==> config.mk <==
export PLATFORM = sky130hd
export DESIGN_NAME = bsd_top
export DESIGN_NICKNAME = d
export VERILOG_FILES = /design/src/bsd_pkg.sv /design/src/bsd_desc_mem.sv /design/src/bsd_top.sv
export SDC_FILE = /design/constraint.sdc
export NUM_CORES = 2
export LEC_CHECK = 0
export ABC_AREA = 1
export BUFFER_PORTS_ARGS = -buffer_cell sky130_fd_sc_hd__buf_2
export CORE_MARGIN = 5
export CORE_UTILIZATION = 55
export CTS_CLUSTER_SIZE = 12
export DETAILED_ROUTE_END_ITERATION = 8
export PLACE_DENSITY = 0.71
export SETUP_SLACK_MARGIN = 0.4
export SLEW_MARGIN = 25
export SYNTH_ARGS = -nofsm -noshare
export SYNTH_HDL_FRONTEND = slang
export SYNTH_SLANG_ARGS = --single-unit
==> constraint.sdc <==
create_clock -name sys_clk_i -period 29.6 [get_ports sys_clk_i]
set_input_delay 7.4 -clock sys_clk_i [delete_from_list [all_inputs] [get_ports sys_clk_i]]
set_output_delay 7.4 -clock sys_clk_i [all_outputs]
set_load 0.1 [all_outputs]
==> src/bsd_pkg.sv <==
package bsd_pkg;

  // Register offsets on the serial control bus
  localparam logic [7:0] ADDR_STATUS = 8'h50;
  localparam logic [7:0] ADDR_DESC_ID = 8'h51;
  localparam logic [7:0] ADDR_TIMING = 8'h52;
  localparam logic [7:0] ADDR_DELAY = 8'h53;
  localparam logic [7:0] ADDR_BRIDGE = 8'h54;

  // Descriptor address register
  localparam logic [6:0] SLAVE_ADDR_RESET = 7'h50;
  localparam logic WRITE_PROTECT_RESET = 1'b0;
  localparam int SLAVE_MSB = 7;
  localparam int SLAVE_LSB = 1;
  localparam int WP_BIT = 0;

  // Timing register fields
  localparam logic [2:0] HOLD_RESET = 3'h1;
  localparam logic [3:0] FILTER_RESET = 4'hE;
  localparam int HOLD_MSB = 6;
  localparam int HOLD_LSB = 4;
  localparam int FILTER_MSB = 3;
  localparam int FILTER_LSB = 0;

  // Output delay register field
  localparam logic [1:0] DELAY_RESET = 2'h0;
  localparam int DELAY_MSB = 1;
  localparam int DELAY_LSB = 0;

  // Status bit positions
  localparam int ST_RX_IRQ = 6;
  localparam int ST_REM_LOADED = 3;

  // Timing in ns and the clock period
  localparam int CLK_PERIOD_NS = 10;
  localparam int HOLD_STEP_NS = 40;
  localparam int FILTER_STEP_NS = 5;
  localparam int DELAY_BASE_NS = 240;
  localparam int DELAY_STEP_NS = 40;

  // Descriptor memory shape
  localparam int MEM_AW = 8;
  localparam int MEM_DW = 8;

  typedef struct packed {
    logic external_control_sel;
    logic irq_en;
    logic remote_descriptor_load_off;
    logic receiver_autosetup_off;
    logic protect_autosetup_off;
    logic audio_tdm;
    logic spare;
    logic aux_audio_en;
  } bsd_bridge_cfg_t;

  localparam bsd_bridge_cfg_t BRIDGE_RESET = 8'h00;

  typedef struct packed {
    logic [2:0] data_hold_qualify;
    logic [3:0] glitch_filter_depth;
  } bsd_timing_cfg_t;

  typedef enum logic [2:0] {
    ST_IDLE = 3'b000,
    ST_ADDR = 3'b001,
    ST_ADDR_ACK = 3'b010,
    ST_WDATA = 3'b011,
    ST_WACK = 3'b100,
    ST_RDATA = 3'b101,
    ST_RACK = 3'b110
  } bsd_ddc_state_t;

endpackage

==> src/bsd_desc_mem.sv <==
`timescale 1ns/1ps
module bsd_desc_mem #(
  parameter int AW = 8,
  parameter int DW = 8
) (
  // Clock
  input wire logic clk_i,
  // Access
  input wire logic we_i,
  input wire logic [AW-1:0] addr_i,
  input wire logic [DW-1:0] wdata_i,
  output logic [DW-1:0] rdata_o
);

  logic [DW-1:0] mem [0:(1<<AW)-1];

  always_ff @(posedge clk_i)
  begin
    if (we_i)
    begin
      mem[addr_i] <= wdata_i;
    end
    rdata_o <= mem[addr_i];
  end

endmodule

==> src/bsd_top.sv <==
`timescale 1ns/1ps
// How it works
// - Descriptor memory answers at programmed 7-bit address
// - Write protect bit blocks display channel writes to descriptor memory
// - Hold time qualifies start and stop detection
// - Glitch filter drops short pulses on inputs
// - Data output delayed after clock fall by code
// - External control strap disables receiver init, protection setup and remote load
// - Interrupt enable routes receiver interrupt to pin
// - Remote descriptor load after reset unless external control strap set
// - Receiver auto init unless disable bit set
// - Protection register setup unless disable bit set
// - TDM audio bit enables multiplexed audio
// - Auxiliary audio bit enables extra stereo stream
// - Auxiliary audio bit loaded from second strap
// - Status bit 6 shows pending receiver interrupt
// - Status bit 3 set after remote load
module bsd_top (
  // Clock and reset
  input wire logic sys_clk_i,
  input wire logic rst_n_i,
  // Register port
  input wire logic reg_wr_i,
  input wire logic reg_rd_i,
  input wire logic [7:0] reg_addr_i,
  input wire logic [7:0] reg_wdata_i,
  output logic [7:0] reg_rdata_o,
  // Display channel pins
  input wire logic ddc_scl_i,
  input wire logic ddc_sda_i,
  output logic ddc_sda_o,
  output logic ddc_sda_oe_o,
  // Strap pins
  input wire logic strap_pin_a_i,
  input wire logic strap_pin_b_i,
  // Receiver interrupt and pin
  input wire logic rx_irq_i,
  output logic irq_out_n_o,
  // Remote descriptor load
  input wire logic remote_wr_i,
  input wire logic [bsd_pkg::MEM_AW-1:0] remote_addr_i,
  input wire logic [bsd_pkg::MEM_DW-1:0] remote_data_i,
  input wire logic remote_done_i,
  output logic remote_load_start_o,
  // Bridge control
  output logic receiver_init_en_o,
  output logic protect_setup_en_o,
  output logic audio_tdm_en_o,
  output logic aux_audio_en_o
);
  import bsd_pkg::*;

  function automatic logic [7:0] filter_lim(input logic [3:0] d);
    filter_lim = 8'((int'(d) * FILTER_STEP_NS + CLK_PERIOD_NS - 1)
                    / CLK_PERIOD_NS);
  endfunction

  // Registers
  logic [6:0] descriptor_slave_addr;
  logic descriptor_write_protect;
  bsd_timing_cfg_t tcfg;
  logic [1:0] data_output_delay;
  bsd_bridge_cfg_t bcfg;
  logic remote_descriptor_loaded;
  logic strap_done;
  logic [1:0] strap_cnt;
  logic [1:0] strap_a_s;
  logic [1:0] strap_b_s;
  logic [6:0] next_slave_addr;
  logic next_wp;
  bsd_timing_cfg_t next_tcfg;
  logic [1:0] next_delay;
  bsd_bridge_cfg_t next_bcfg;
  logic next_loaded;
  logic [7:0] next_rdata;

  // Input filter
  logic [1:0] raw_s1;
  logic [1:0] raw_s2;
  logic [1:0] filt;
  logic [1:0] filt_q;
  logic [7:0] fcnt [0:1];
  logic [1:0] next_filt;
  logic [7:0] next_fcnt [0:1];

  always_ff @(posedge sys_clk_i or negedge rst_n_i)
  begin
    if (!rst_n_i)
    begin
      raw_s1 <= 2'h3;
      raw_s2 <= 2'h3;
      filt_q <= 2'h3;
    end
    else
    begin
      raw_s1 <= {ddc_sda_i, ddc_scl_i};
      raw_s2 <= raw_s1;
      filt_q <= filt;
    end
  end

  for (genvar g = 0; g < 2; g++)
  begin : g_filt
    always_comb
    begin
      next_filt[g] = filt[g];
      next_fcnt[g] = 8'h00;
      if (raw_s2[g] != filt[g])
      begin
        if (fcnt[g] >= filter_lim(tcfg.glitch_filter_depth))
        begin
          next_filt[g] = raw_s2[g];
        end
        else
        begin
          next_fcnt[g] = fcnt[g] + 8'h01;
        end
      end
    end

    always_ff @(posedge sys_clk_i or negedge rst_n_i)
    begin
      if (!rst_n_i)
      begin
        filt[g] <= 1'b1;
        fcnt[g] <= 8'h00;
      end
      else
      begin
        filt[g] <= next_filt[g];
        fcnt[g] <= next_fcnt[g];
      end
    end
  end

  logic scl_f;
  logic sda_f;
  logic scl_rise;
  logic scl_fall;
  assign scl_f = filt[0];
  assign sda_f = filt[1];
  assign scl_rise = filt[0] & ~filt_q[0];
  assign scl_fall = ~filt[0] & filt_q[0];

  // Start and stop qualification
  logic q_arm;
  logic q_kind;
  logic [7:0] q_cnt;
  logic start_p;
  logic stop_p;
  logic next_q_arm;
  logic next_q_kind;
  logic [7:0] next_q_cnt;
  logic next_start_p;
  logic next_stop_p;

  always_comb
  begin
    next_q_arm = q_arm;
    next_q_kind = q_kind;
    next_q_cnt = q_cnt;
    next_start_p = 1'b0;
    next_stop_p = 1'b0;
    if (scl_f && filt_q[0] && sda_f != filt_q[1])
    begin
      next_q_arm = 1'b1;
      next_q_kind = sda_f;
      next_q_cnt = 8'(int'(tcfg.data_hold_qualify) * HOLD_STEP_NS
                      / CLK_PERIOD_NS);
    end
    else if (q_arm)
    begin
      if (!scl_f || sda_f != q_kind)
      begin
        next_q_arm = 1'b0;
      end
      else if (q_cnt == 8'h00)
      begin
        next_q_arm = 1'b0;
        next_start_p = ~q_kind;
        next_stop_p = q_kind;
      end
      else
      begin
        next_q_cnt = q_cnt - 8'h01;
      end
    end
  end

  always_ff @(posedge sys_clk_i or negedge rst_n_i)
  begin
    if (!rst_n_i)
    begin
      q_arm <= 1'b0;
      q_kind <= 1'b0;
      q_cnt <= 8'h00;
      start_p <= 1'b0;
      stop_p <= 1'b0;
    end
    else
    begin
      q_arm <= next_q_arm;
      q_kind <= next_q_kind;
      q_cnt <= next_q_cnt;
      start_p <= next_start_p;
      stop_p <= next_stop_p;
    end
  end

  // Display channel slave
  bsd_ddc_state_t state;
  logic [3:0] bitcnt;
  logic [7:0] sh;
  logic [7:0] ptr;
  logic rw;
  logic first_byte;
  logic wrote;
  logic mst_nack;
  logic drv_want;
  logic [7:0] dly_cnt;
  logic dly_pend;
  logic mem_we;
  logic [7:0] mem_rdata;
  bsd_ddc_state_t next_state;
  logic [3:0] next_bitcnt;
  logic [7:0] next_sh;
  logic [7:0] next_ptr;
  logic next_rw;
  logic next_first;
  logic next_wrote;
  logic next_nack;
  logic next_drv;
  logic [7:0] next_dly;
  logic next_pend;
  logic next_oe;
  logic next_we;

  always_comb
  begin
    next_state = state;
    next_bitcnt = bitcnt;
    next_sh = sh;
    next_ptr = ptr;
    next_rw = rw;
    next_first = first_byte;
    next_wrote = wrote;
    next_nack = mst_nack;
    next_drv = drv_want;
    next_dly = dly_cnt;
    next_pend = dly_pend;
    next_oe = ddc_sda_oe_o;
    next_we = 1'b0;
    if (start_p || stop_p)
    begin
      next_state = start_p ? ST_ADDR : ST_IDLE;
      next_bitcnt = 4'h0;
      next_drv = 1'b0;
      next_pend = 1'b0;
      next_oe = 1'b0;
    end
    else if (scl_rise)
    begin
      case (state)
        ST_ADDR, ST_WDATA:
        begin
          next_sh = {sh[6:0], sda_f};
          next_bitcnt = bitcnt + 4'h1;
        end
        ST_RDATA: next_bitcnt = bitcnt + 4'h1;
        ST_RACK: next_nack = sda_f;
        default: next_bitcnt = bitcnt;
      endcase
    end
    else if (scl_fall)
    begin
      next_pend = 1'b1;
      next_dly = 8'((DELAY_BASE_NS + int'(data_output_delay) * DELAY_STEP_NS
                     + CLK_PERIOD_NS - 1) / CLK_PERIOD_NS);
      next_drv = 1'b0;
      case (state)
        ST_ADDR:
        begin
          if (bitcnt == 4'h8)
          begin
            if (sh[7:1] == descriptor_slave_addr)
            begin
              next_state = ST_ADDR_ACK;
              next_drv = 1'b1;
              next_rw = sh[0];
            end
            else
            begin
              next_state = ST_IDLE;
            end
          end
        end
        ST_ADDR_ACK, ST_RACK:
        begin
          if (state == ST_RACK && mst_nack)
          begin
            next_state = ST_IDLE;
          end
          else if (state == ST_RACK || rw)
          begin
            next_state = ST_RDATA;
            next_sh = mem_rdata;
            next_drv = ~mem_rdata[7];
            next_bitcnt = 4'h0;
          end
          else
          begin
            next_state = ST_WDATA;
            next_bitcnt = 4'h0;
            next_first = 1'b1;
          end
        end
        ST_WDATA:
        begin
          if (bitcnt == 4'h8)
          begin
            next_state = ST_WACK;
            next_wrote = 1'b0;
            if (first_byte)
            begin
              next_ptr = sh;
              next_drv = 1'b1;
            end
            else if (!descriptor_write_protect)
            begin
              next_we = 1'b1;
              next_wrote = 1'b1;
              next_drv = 1'b1;
            end
          end
        end
        ST_WACK:
        begin
          next_state = ST_WDATA;
          next_bitcnt = 4'h0;
          next_first = 1'b0;
          if (wrote)
          begin
            next_ptr = ptr + 8'h01;
          end
        end
        ST_RDATA:
        begin
          if (bitcnt == 4'h8)
          begin
            next_state = ST_RACK;
            next_ptr = ptr + 8'h01;
          end
          else
          begin
            next_drv = ~sh[6];
            next_sh = {sh[6:0], 1'b0};
          end
        end
        default: next_state = ST_IDLE;
      endcase
    end
    else if (dly_pend)
    begin
      if (dly_cnt <= 8'h01)
      begin
        next_pend = 1'b0;
        next_oe = drv_want;
      end
      else
      begin
        next_dly = dly_cnt - 8'h01;
      end
    end
  end

  always_ff @(posedge sys_clk_i or negedge rst_n_i)
  begin
    if (!rst_n_i)
    begin
      state <= ST_IDLE;
      bitcnt <= 4'h0;
      sh <= 8'h00;
      ptr <= 8'h00;
      rw <= 1'b0;
      first_byte <= 1'b0;
      wrote <= 1'b0;
      mst_nack <= 1'b0;
      drv_want <= 1'b0;
      dly_cnt <= 8'h00;
      dly_pend <= 1'b0;
      ddc_sda_oe_o <= 1'b0;
      ddc_sda_o <= 1'b0;
      mem_we <= 1'b0;
    end
    else
    begin
      state <= next_state;
      bitcnt <= next_bitcnt;
      sh <= next_sh;
      ptr <= next_ptr;
      rw <= next_rw;
      first_byte <= next_first;
      wrote <= next_wrote;
      mst_nack <= next_nack;
      drv_want <= next_drv;
      dly_cnt <= next_dly;
      dly_pend <= next_pend;
      ddc_sda_oe_o <= next_oe;
      ddc_sda_o <= 1'b0;
      mem_we <= next_we;
    end
  end

  // Remote load has the memory port while it writes
  bsd_desc_mem #(
    .AW(MEM_AW),
    .DW(MEM_DW)
  ) u_mem (
    .clk_i(sys_clk_i),
    .we_i(remote_wr_i | mem_we),
    .addr_i(remote_wr_i ? remote_addr_i : ptr),
    .wdata_i(remote_wr_i ? remote_data_i : sh),
    .rdata_o(mem_rdata)
  );

  // Register file and bridge control
  always_comb
  begin
    next_slave_addr = descriptor_slave_addr;
    next_wp = descriptor_write_protect;
    next_tcfg = tcfg;
    next_delay = data_output_delay;
    next_bcfg = bcfg;
    next_loaded = remote_descriptor_loaded;
    next_rdata = reg_rdata_o;
    if (reg_wr_i)
    begin
      case (reg_addr_i)
        ADDR_DESC_ID:
        begin
          next_slave_addr = reg_wdata_i[SLAVE_MSB:SLAVE_LSB];
          next_wp = reg_wdata_i[WP_BIT];
        end
        ADDR_TIMING: next_tcfg = reg_wdata_i[HOLD_MSB:FILTER_LSB];
        ADDR_DELAY: next_delay = reg_wdata_i[DELAY_MSB:DELAY_LSB];
        ADDR_BRIDGE: next_bcfg = reg_wdata_i;
        default: next_bcfg = bcfg;
      endcase
    end
    if (!strap_done)
    begin
      next_bcfg.external_control_sel = strap_a_s[1];
      next_bcfg.remote_descriptor_load_off = strap_a_s[1];
      next_bcfg.aux_audio_en = strap_b_s[1];
      next_loaded = 1'b0;
    end
    if (remote_done_i)
    begin
      next_loaded = 1'b1;
    end
    if (reg_rd_i)
    begin
      case (reg_addr_i)
        ADDR_STATUS:
        begin
          next_rdata = 8'h00;
          next_rdata[ST_RX_IRQ] = rx_irq_i;
          next_rdata[ST_REM_LOADED] = remote_descriptor_loaded;
        end
        ADDR_DESC_ID:
          next_rdata = {descriptor_slave_addr, descriptor_write_protect};
        ADDR_TIMING: next_rdata = {1'b0, tcfg};
        ADDR_DELAY: next_rdata = {6'h00, data_output_delay};
        ADDR_BRIDGE: next_rdata = bcfg;
        default: next_rdata = 8'h00;
      endcase
    end
  end

  always_ff @(posedge sys_clk_i or negedge rst_n_i)
  begin
    if (!rst_n_i)
    begin
      descriptor_slave_addr <= SLAVE_ADDR_RESET;
      descriptor_write_protect <= WRITE_PROTECT_RESET;
      tcfg <= {HOLD_RESET, FILTER_RESET};
      data_output_delay <= DELAY_RESET;
      bcfg <= BRIDGE_RESET;
      remote_descriptor_loaded <= 1'b0;
      strap_a_s <= 2'h0;
      strap_b_s <= 2'h0;
      strap_done <= 1'b0;
      strap_cnt <= 2'h0;
      reg_rdata_o <= 8'h00;
      remote_load_start_o <= 1'b0;
      receiver_init_en_o <= 1'b0;
      protect_setup_en_o <= 1'b0;
      audio_tdm_en_o <= 1'b0;
      aux_audio_en_o <= 1'b0;
      irq_out_n_o <= 1'b1;
    end
    else
    begin
      descriptor_slave_addr <= next_slave_addr;
      descriptor_write_protect <= next_wp;
      tcfg <= next_tcfg;
      data_output_delay <= next_delay;
      bcfg <= next_bcfg;
      remote_descriptor_loaded <= next_loaded;
      strap_a_s <= {strap_a_s[0], strap_pin_a_i};
      strap_b_s <= {strap_b_s[0], strap_pin_b_i};
      // Capture only once the pins have crossed both sync stages
      strap_cnt <= strap_cnt + {1'b0, strap_cnt != 2'h2};
      strap_done <= strap_done | (strap_cnt == 2'h2);
      reg_rdata_o <= next_rdata;
      remote_load_start_o <= (strap_cnt == 2'h2) & ~strap_done
                             & ~strap_a_s[1];
      receiver_init_en_o <= strap_done & ~bcfg.external_control_sel
                            & ~bcfg.receiver_autosetup_off;
      protect_setup_en_o <= strap_done & ~bcfg.external_control_sel
                            & ~bcfg.protect_autosetup_off;
      audio_tdm_en_o <= bcfg.audio_tdm;
      aux_audio_en_o <= bcfg.aux_audio_en;
      irq_out_n_o <= ~(bcfg.irq_en & rx_irq_i);
    end
  end

endmodule

======== Word level (Yosys, flattened, before mapping) ========
Memories as Yosys holds them, arrays and structs flattened. A register that Yosys moved wholly into a read port is not among the register bits.
Cells that the tools add are included.
cells by class
  add/subtract/negate cells ............... 12
  $mul .................................... 3
  divide/modulo/power cells ............... 3
  order comparisons ....................... 3
  equal/unequal tests ..................... 42
  shift operators ......................... 0
  mux-type cells .......................... 95
  bitwise gates (word level) .............. 23
  reduce and logical (&&, ||, !) cells .... 41
operators with widths
  kind                                                number
  two-way mux 8 bit                                   25
  divider 32 x 5 -> 32 bit, second input constant     3
  two-way mux 1 bit                                   49
  == test 8 x 7 -> 1 bit, second input constant       5
  one-hot mux 8 bit (5 select lines)                  1
  adder 8 x 1 -> 8 bit, second input constant         3
  two-way mux 3 bit                                   8
  != test 2 bit, second input constant                12
  one-hot mux 8 bit (3 select lines)                  1
  two-way mux 4 bit                                   5
  != test 3 bit, second input constant                6
  greater-or-equal comparator 8 bit                   2
  one-hot mux 8 bit (2 select lines)                  1
  AND reduction 2 bit                                 8
  subtractor 8 x 1 -> 8 bit, second input constant    2
  one-hot mux 3 bit (5 select lines)                  1
  nonzero test 2 bit                                  7
  inverter 1 bit                                      13
  AND reduction 4 bit                                 3
  AND reduction 6 bit                                 2
  subtractor 10 x 1 -> 11 bit, second input constant  1
  adder 9 x 4 -> 10 bit, second input constant        1
  AND reduction 5 bit                                 2
  adder 8 x 8 -> 9 bit, first input constant          1
  other kinds (35)                                    60
word-level totals
  bits in registers ....................... 122
  latch bits .............................. 0
  bits in writable memories ............... 2,048
  ROM bits ................................ 0
  input bits .............................. 43
  output and inout port bits .............. 16
  memories kept ........................... 1
memory list
  memory     words  bits a word  rd ports  clocked after Yosys merged registers in  wr ports  line                text
  u_mem.mem  256    8            1         1                                        1         bsd_desc_mem.sv:15  logic [DW-1:0] mem [0:(1<<AW)-1];

======== Logic depth before layout (Yosys ltp) ========
  word-level depth ........................ 8
  depth in mapped cells ................... 28
  gate-level depth less buffers ........... 28

======== Hierarchy ========
From an unflattened synthesis, not the netlist that was laid out.
second synthesis, totals
  cells, all modules ...................... 9,024
  area, all modules ....................... 92,483.7 um2
by module, submodules not included
  module        instances  cells each  area an instance (um2)
  bsd_desc_mem  1          8,021       84,856.4
  bsd_top       1          1,003       7,627.3

======== Least setup slack after synthesis ========
OpenSTA, ideal clock, no wires.
  path kind ............................... input to register
  start point ............................. input remote_wr_i
  end point ............................... memory u_mem.mem[0][5] (data pin)
  arrival time ............................ 17.873 ns
  data required time ...................... 27.413 ns
  path slack .............................. 9.541 ns
  stages on the path ...................... 4
  buffers on the path ..................... 3
  cell sequence ........................... buf_4 > buf_2 > clkbuf_1 > o21ai_0
between the ends
  cells in the longest elaborated chain, start to end .. 1
ends and longest elaborated chain
  item                  line                text
  from (decl)           bsd_top.sv:40       input wire logic remote_wr_i,
  two-way mux 8 bit     bsd_top.sv:422      .wdata_i(remote_wr_i ? remote_data_i : sh),
  via u_mem.wdata_i[5]  bsd_desc_mem.sv:11  input wire logic [DW-1:0] wdata_i,
  to (decl)             bsd_desc_mem.sv:15
The timed path passes the listed nets, and every way through them passes these cells.

======== Worst setup path after layout ========
  start point ............................. input remote_wr_i
  end point ............................... register u_mem.rdata_o[7], read port of u_mem.mem
between the ends
  cells in the longest elaborated chain, start to end .. 1
ends and longest elaborated chain
  item               line                text
  two-way mux 8 bit  bsd_top.sv:421      .addr_i(remote_wr_i ? remote_addr_i : ptr),
  to (decl)          bsd_desc_mem.sv:12  output logic [DW-1:0] rdata_o
Every way passes these cells.
A chain may end at the register's enable or synchronous reset.

==> results <==
- The flow ran to the end, and the final reports show no timing, DRC or antenna violations.
- The worst clock skew is 0.0570 ns.
- Entering global routing, the biggest net connects 234 pins.
- Setup repair after global routing left no endpoint under its margin.
- The biggest cell delay along the critical path is 0.76 ns.
- The area growth from synthesis to layout is 9.72%.
- The critical path goes through buf_2, inv_2, nand2_1, nand2_4, nor2_4, buf_4, buf_4, buf_4, buf_4, a22oi_1, nand3_1, nand2_1, a21oi_1, nor3_1, o221ai_1, nor2_1, nand3_1.
- For the worst-skew pair, the clock arrives at the later sink with an insertion delay of 0.86 ns.
- The sequential area share after synthesis is 74.3%.
- The number of antenna violations at the first check in global routing is 13.
- The worst-case register-to-register setup slack is 24.10 ns.
- The flip-flop count of the largest register after layout is 2,048.
- The placed instance count is 8,242.
- Once detail routing completed, the nets flagged for antenna violations numbered 0.
- The maximum buffer depth of the clock tree is 3.
- The power share of the combinational group is 8.0%.
- The die extent in x is 408 microns.
- The worst-case headroom to the max-slew limit is 20.6%.
- Summed over all nets, the switching power comes to 1.54 mW.
- VDD sags by at most 0.0695 mV.
- In the synthesized netlist, the cells that appear most often are 2,048 x sky130_fd_sc_hd__edfxtp_1, 1,437 x sky130_fd_sc_hd__nand3_1, 527 x sky130_fd_sc_hd__a22oi_1, 527 x sky130_fd_sc_hd__nand2_1, 393 x sky130_fd_sc_hd__nor2_1.
- After layout, the minimum clock period comes to 12.44 ns.
- After detailed routing, the total wire length is 245 mm.
- Global routing consumed, over all layers together, 28.8% of the routing resources.
- The synthesized netlist devotes 13.7% of its cell area to simple gates.
- Before antenna repair, the detailed router went through 9 iterations.
- The overall overflow remaining after global route is 0.
- The library cell contributing the largest single delay on the critical path is sky130_fd_sc_hd__buf_4.
- The first-pass GRT wire length is 361 mm.
- After synthesis, the share of cell area in mux cells is 0%.
- The register name with the most flops is u_mem.mem.
- The violation count after the first detailed-route iteration is 9,481.
- The post-route clock period utilization is 42.0%.
- By instance count, the cell type seen most on the critical path is sky130_fd_sc_hd__buf_4.
- The number of H-tree levels is 4.
- Yosys printed 0 warnings.
- Per report_power, the clock group accounts for 38.6% of the total.
- The kind of critical path is in -> reg.
- The average size of a mapped cell is 13.5 sq um.
- TritonCTS built the clock tree.
- The min-delay analysis places its worst path in the category reg -> reg.
- After synthesis, the share of flip-flops with an asynchronous set or reset is 5.60%.
- The cell count after synthesis came out at 6,456.
- The power density relative to cell area is 67.1 mW/mm^2.
- The post-synthesis sequential element count is 2,178.
- For this design the static power due to leakage is 31.0 nW.
- The post-route netlist has 8.31% of its cells at a drive strength greater than 1.
- The critical path data required time is 30.39 ns.
- For this design the top-level I/O count stands at 59.
- The share of the synthesized area in the top cell type is 70.6%.
- The cell area that synthesis handed to floorplanning was 0.0871 sq mm.
- The port buffer count is 57.
- After floorplanning, the core was divided into 146 placement rows.
- The number of global-route vias before repair was 54,500.
- Once the clock tree was built, the resizer swapped 0 gates to a different size.
- Internal power comes to 4.88 mW.
- The worst setup path is captured at a flip-flop.
- The total of endpoints with negative setup slack in the final report is 0.
- Hold repair after CTS inserted 0 buffers.
- After clock tree synthesis, the clock-pin slew on the worst setup and hold paths is 0.06 ns.
- The initial core utilization is 55.1%.
- The number of enable flip-flop cells after synthesis is 2,048.
- In the routed layout, each cell is associated on average with a via count of 6.70.
- The die covers 0.166 sq mm.
- In this run, CTS created clock tree buffers numbering 213.
- In the final timing run, aggregate negative setup slack is 0 ns.
- The maximum clock frequency is 80.4 MHz.
- Yosys mapped the design onto 69 distinct sky130hd cell types.
- Ranked by total cell area, the synthesized netlist is headed by sky130_fd_sc_hd__edfxtp_1 71%, sky130_fd_sc_hd__nand3_1 8.3%, sky130_fd_sc_hd__a22oi_1 4.5%.
- Clock tree synthesis found a total of 2,178 sinks.
- The switching share of power is 23.9%.
- In the final routed layout, each cell accounts on average for 28.6 microns.
- The arrival time of data at the critical path endpoint is 13.24 ns.
- After detailed routing, the number of remaining DRC violations is 0.
- The library cell used as clock root buffer is sky130_fd_sc_hd__clkbuf_16.
- The number of pins with negative max-slew slack in the final report is 0.
- The wire-length estimate of the detail-placed layout is 143 mm.
- Registers are responsible for 53.4% of the overall power.
- For the pin with the worst max-slew slack, the measured transition is 1.19 ns.
- The fraction of synthesized cell area in xor and xnor cells is 0.250%.
- The library cell with the largest summed area after synthesis is sky130_fd_sc_hd__edfxtp_1.
- The predominant post-synthesis flop cell is sky130_fd_sc_hd__edfxtp_1.
- The critical path launch point type is a primary input.
- Of all nets on the critical path, the largest fanout is 63.
- The synthesized netlist devotes 8.17% of its cell area to compound gates.
- The standard cell core area is 0.158 sq mm.
- The total of max-cap violations is 0.
- The number of buffers inserted by post-CTS setup repair is 0.
- In the final layout, the registers with the most flip-flops are u_mem.mem (2048), fcnt (16).
- The largest family of logic cells by synthesized area is simple AND/OR/NAND/NOR gates.
- Once layout is complete, the cells apart from fillers number 8,588.
- The adder-cell area share of the yosys netlist is 0.655%.
- Across all hold checks on the routed design, the worst slack comes to 0.347 ns.
- In the post-synthesis netlist, the cell with the most instances is sky130_fd_sc_hd__edfxtp_1.
- In the final design database the tool counted 6,475 nets.
- The overall via count from detail_route is 57,600.
- In this run the vertical extent of the chip is 408 microns.
- The final weighted congestion in routability-driven placement is 0.954.
- The final number of hold-violating endpoints is 0.
-- placed cells by master, fill, tap and decap left out, drive strengths merged, types with 6 or more instances in the layout --
cell / Yosys / final
inv: 175 / 181
a31oi: 154 / 154
dfxtp: 8 / 8
o22ai: 14 / 14
nor3: 87 / 87
nand2: 544 / 544
o211ai: 14 / 14
nor2: 410 / 410
dfstp: 15 / 15
or2: 7 / 7
a21oi: 78 / 78
nand4: 53 / 53
a41oi: 10 / 10
clkbuf: 259 / 285
dfrtp: 107 / 107
nand3: 1441 / 1441
xor2: 12 / 12
a22o: 49 / 49
nand3b: 6 / 6
o31ai: 16 / 16
edfxtp: 2048 / 2048
a22oi: 527 / 527
o221ai: 17 / 17
ha: 44 / 44
conb: 2 / 9
o21ai: 114 / 114
diode: 0 / 9
xnor2: 12 / 12
nor4: 6 / 6
clkinv: 4 / 45
buf: 193 / 161
-- final timing paths --
path / from / to / cells past startpoint
min: strap_a_s[0] / strap_a_s[1] / 0
min in group asynchronous: rst_n_i / dly_cnt[1] / 1
min reg2reg: strap_a_s[0] / strap_a_s[1] / 0
max: remote_wr_i / u_mem.rdata_o[7] / 17
max in group asynchronous: rst_n_i / bcfg[2] / 2
max reg2reg: ptr[0] / u_mem.rdata_o[7] / 16
-- area by class of cell --
type,count,area [sq um]
flip-flops and latches,2178,64700
fillers,11600,62400
multi-input cells,3654,20100
clock buffers,285,5750
well taps,2072,2590
repair buffers,161,1280
inverters,179,679
clock inverters,50,409
diodes,9,22.5
-- metal layers --
metal	vias to the layer above	track usage, %	routed length [microns]
li1	24500	-	-
met1	28400	39.4	90700
met2	4013	43.0	110000
met3	637	8.23	31600
met4	16	13.8	12800
met5	-	0	272
-- per-stage QoR --
step           setup slack (ns)  power, mW  utilization [%]  area [sq um]
6_report                  17.16       6.41             60.5         95600
5_1_grt                   16.93       6.59             60.5         95600
4_1_cts                   17.37       6.41             60.4         95500
3_5_place_dp              16.49       3.99             56.5         89300
3_3_place_gp              16.54       3.98             56.5         89200
2_1_floorplan              9.54       3.82                -         87200
-- cells by family (layout without fill, tap and decap cells) --
kind of cell    count (synthesis)  in the layout
fa+ha+maj                      45             45
simple gates                 2559           2559
other cells                     2             18
flops                        2178           2178
buf+inv                       631            675
xor+xnor                       24             24
compound gates               1017           1017
-- power groups by stage --
stage / clock network [mW] / registers (mW) / logic [mW]
floorplan: 0 / 3.52 / 0.299
global placement: 0 / 3.49 / 0.488
detailed placement: 0 / 3.49 / 0.498
CTS: 2.48 / 3.43 / 0.500
global route: 2.62 / 3.43 / 0.544
finish: 2.47 / 3.43 / 0.515
-- worst max-delay path, delay by kind of cell --
kind,cells,cell delay [ns]
AOI/OAI and AO/OA,3,0.81
and+or+nand+nor,8,1.36
buffers and inverters,6,3.51
(Power assumes the default switching activity.)
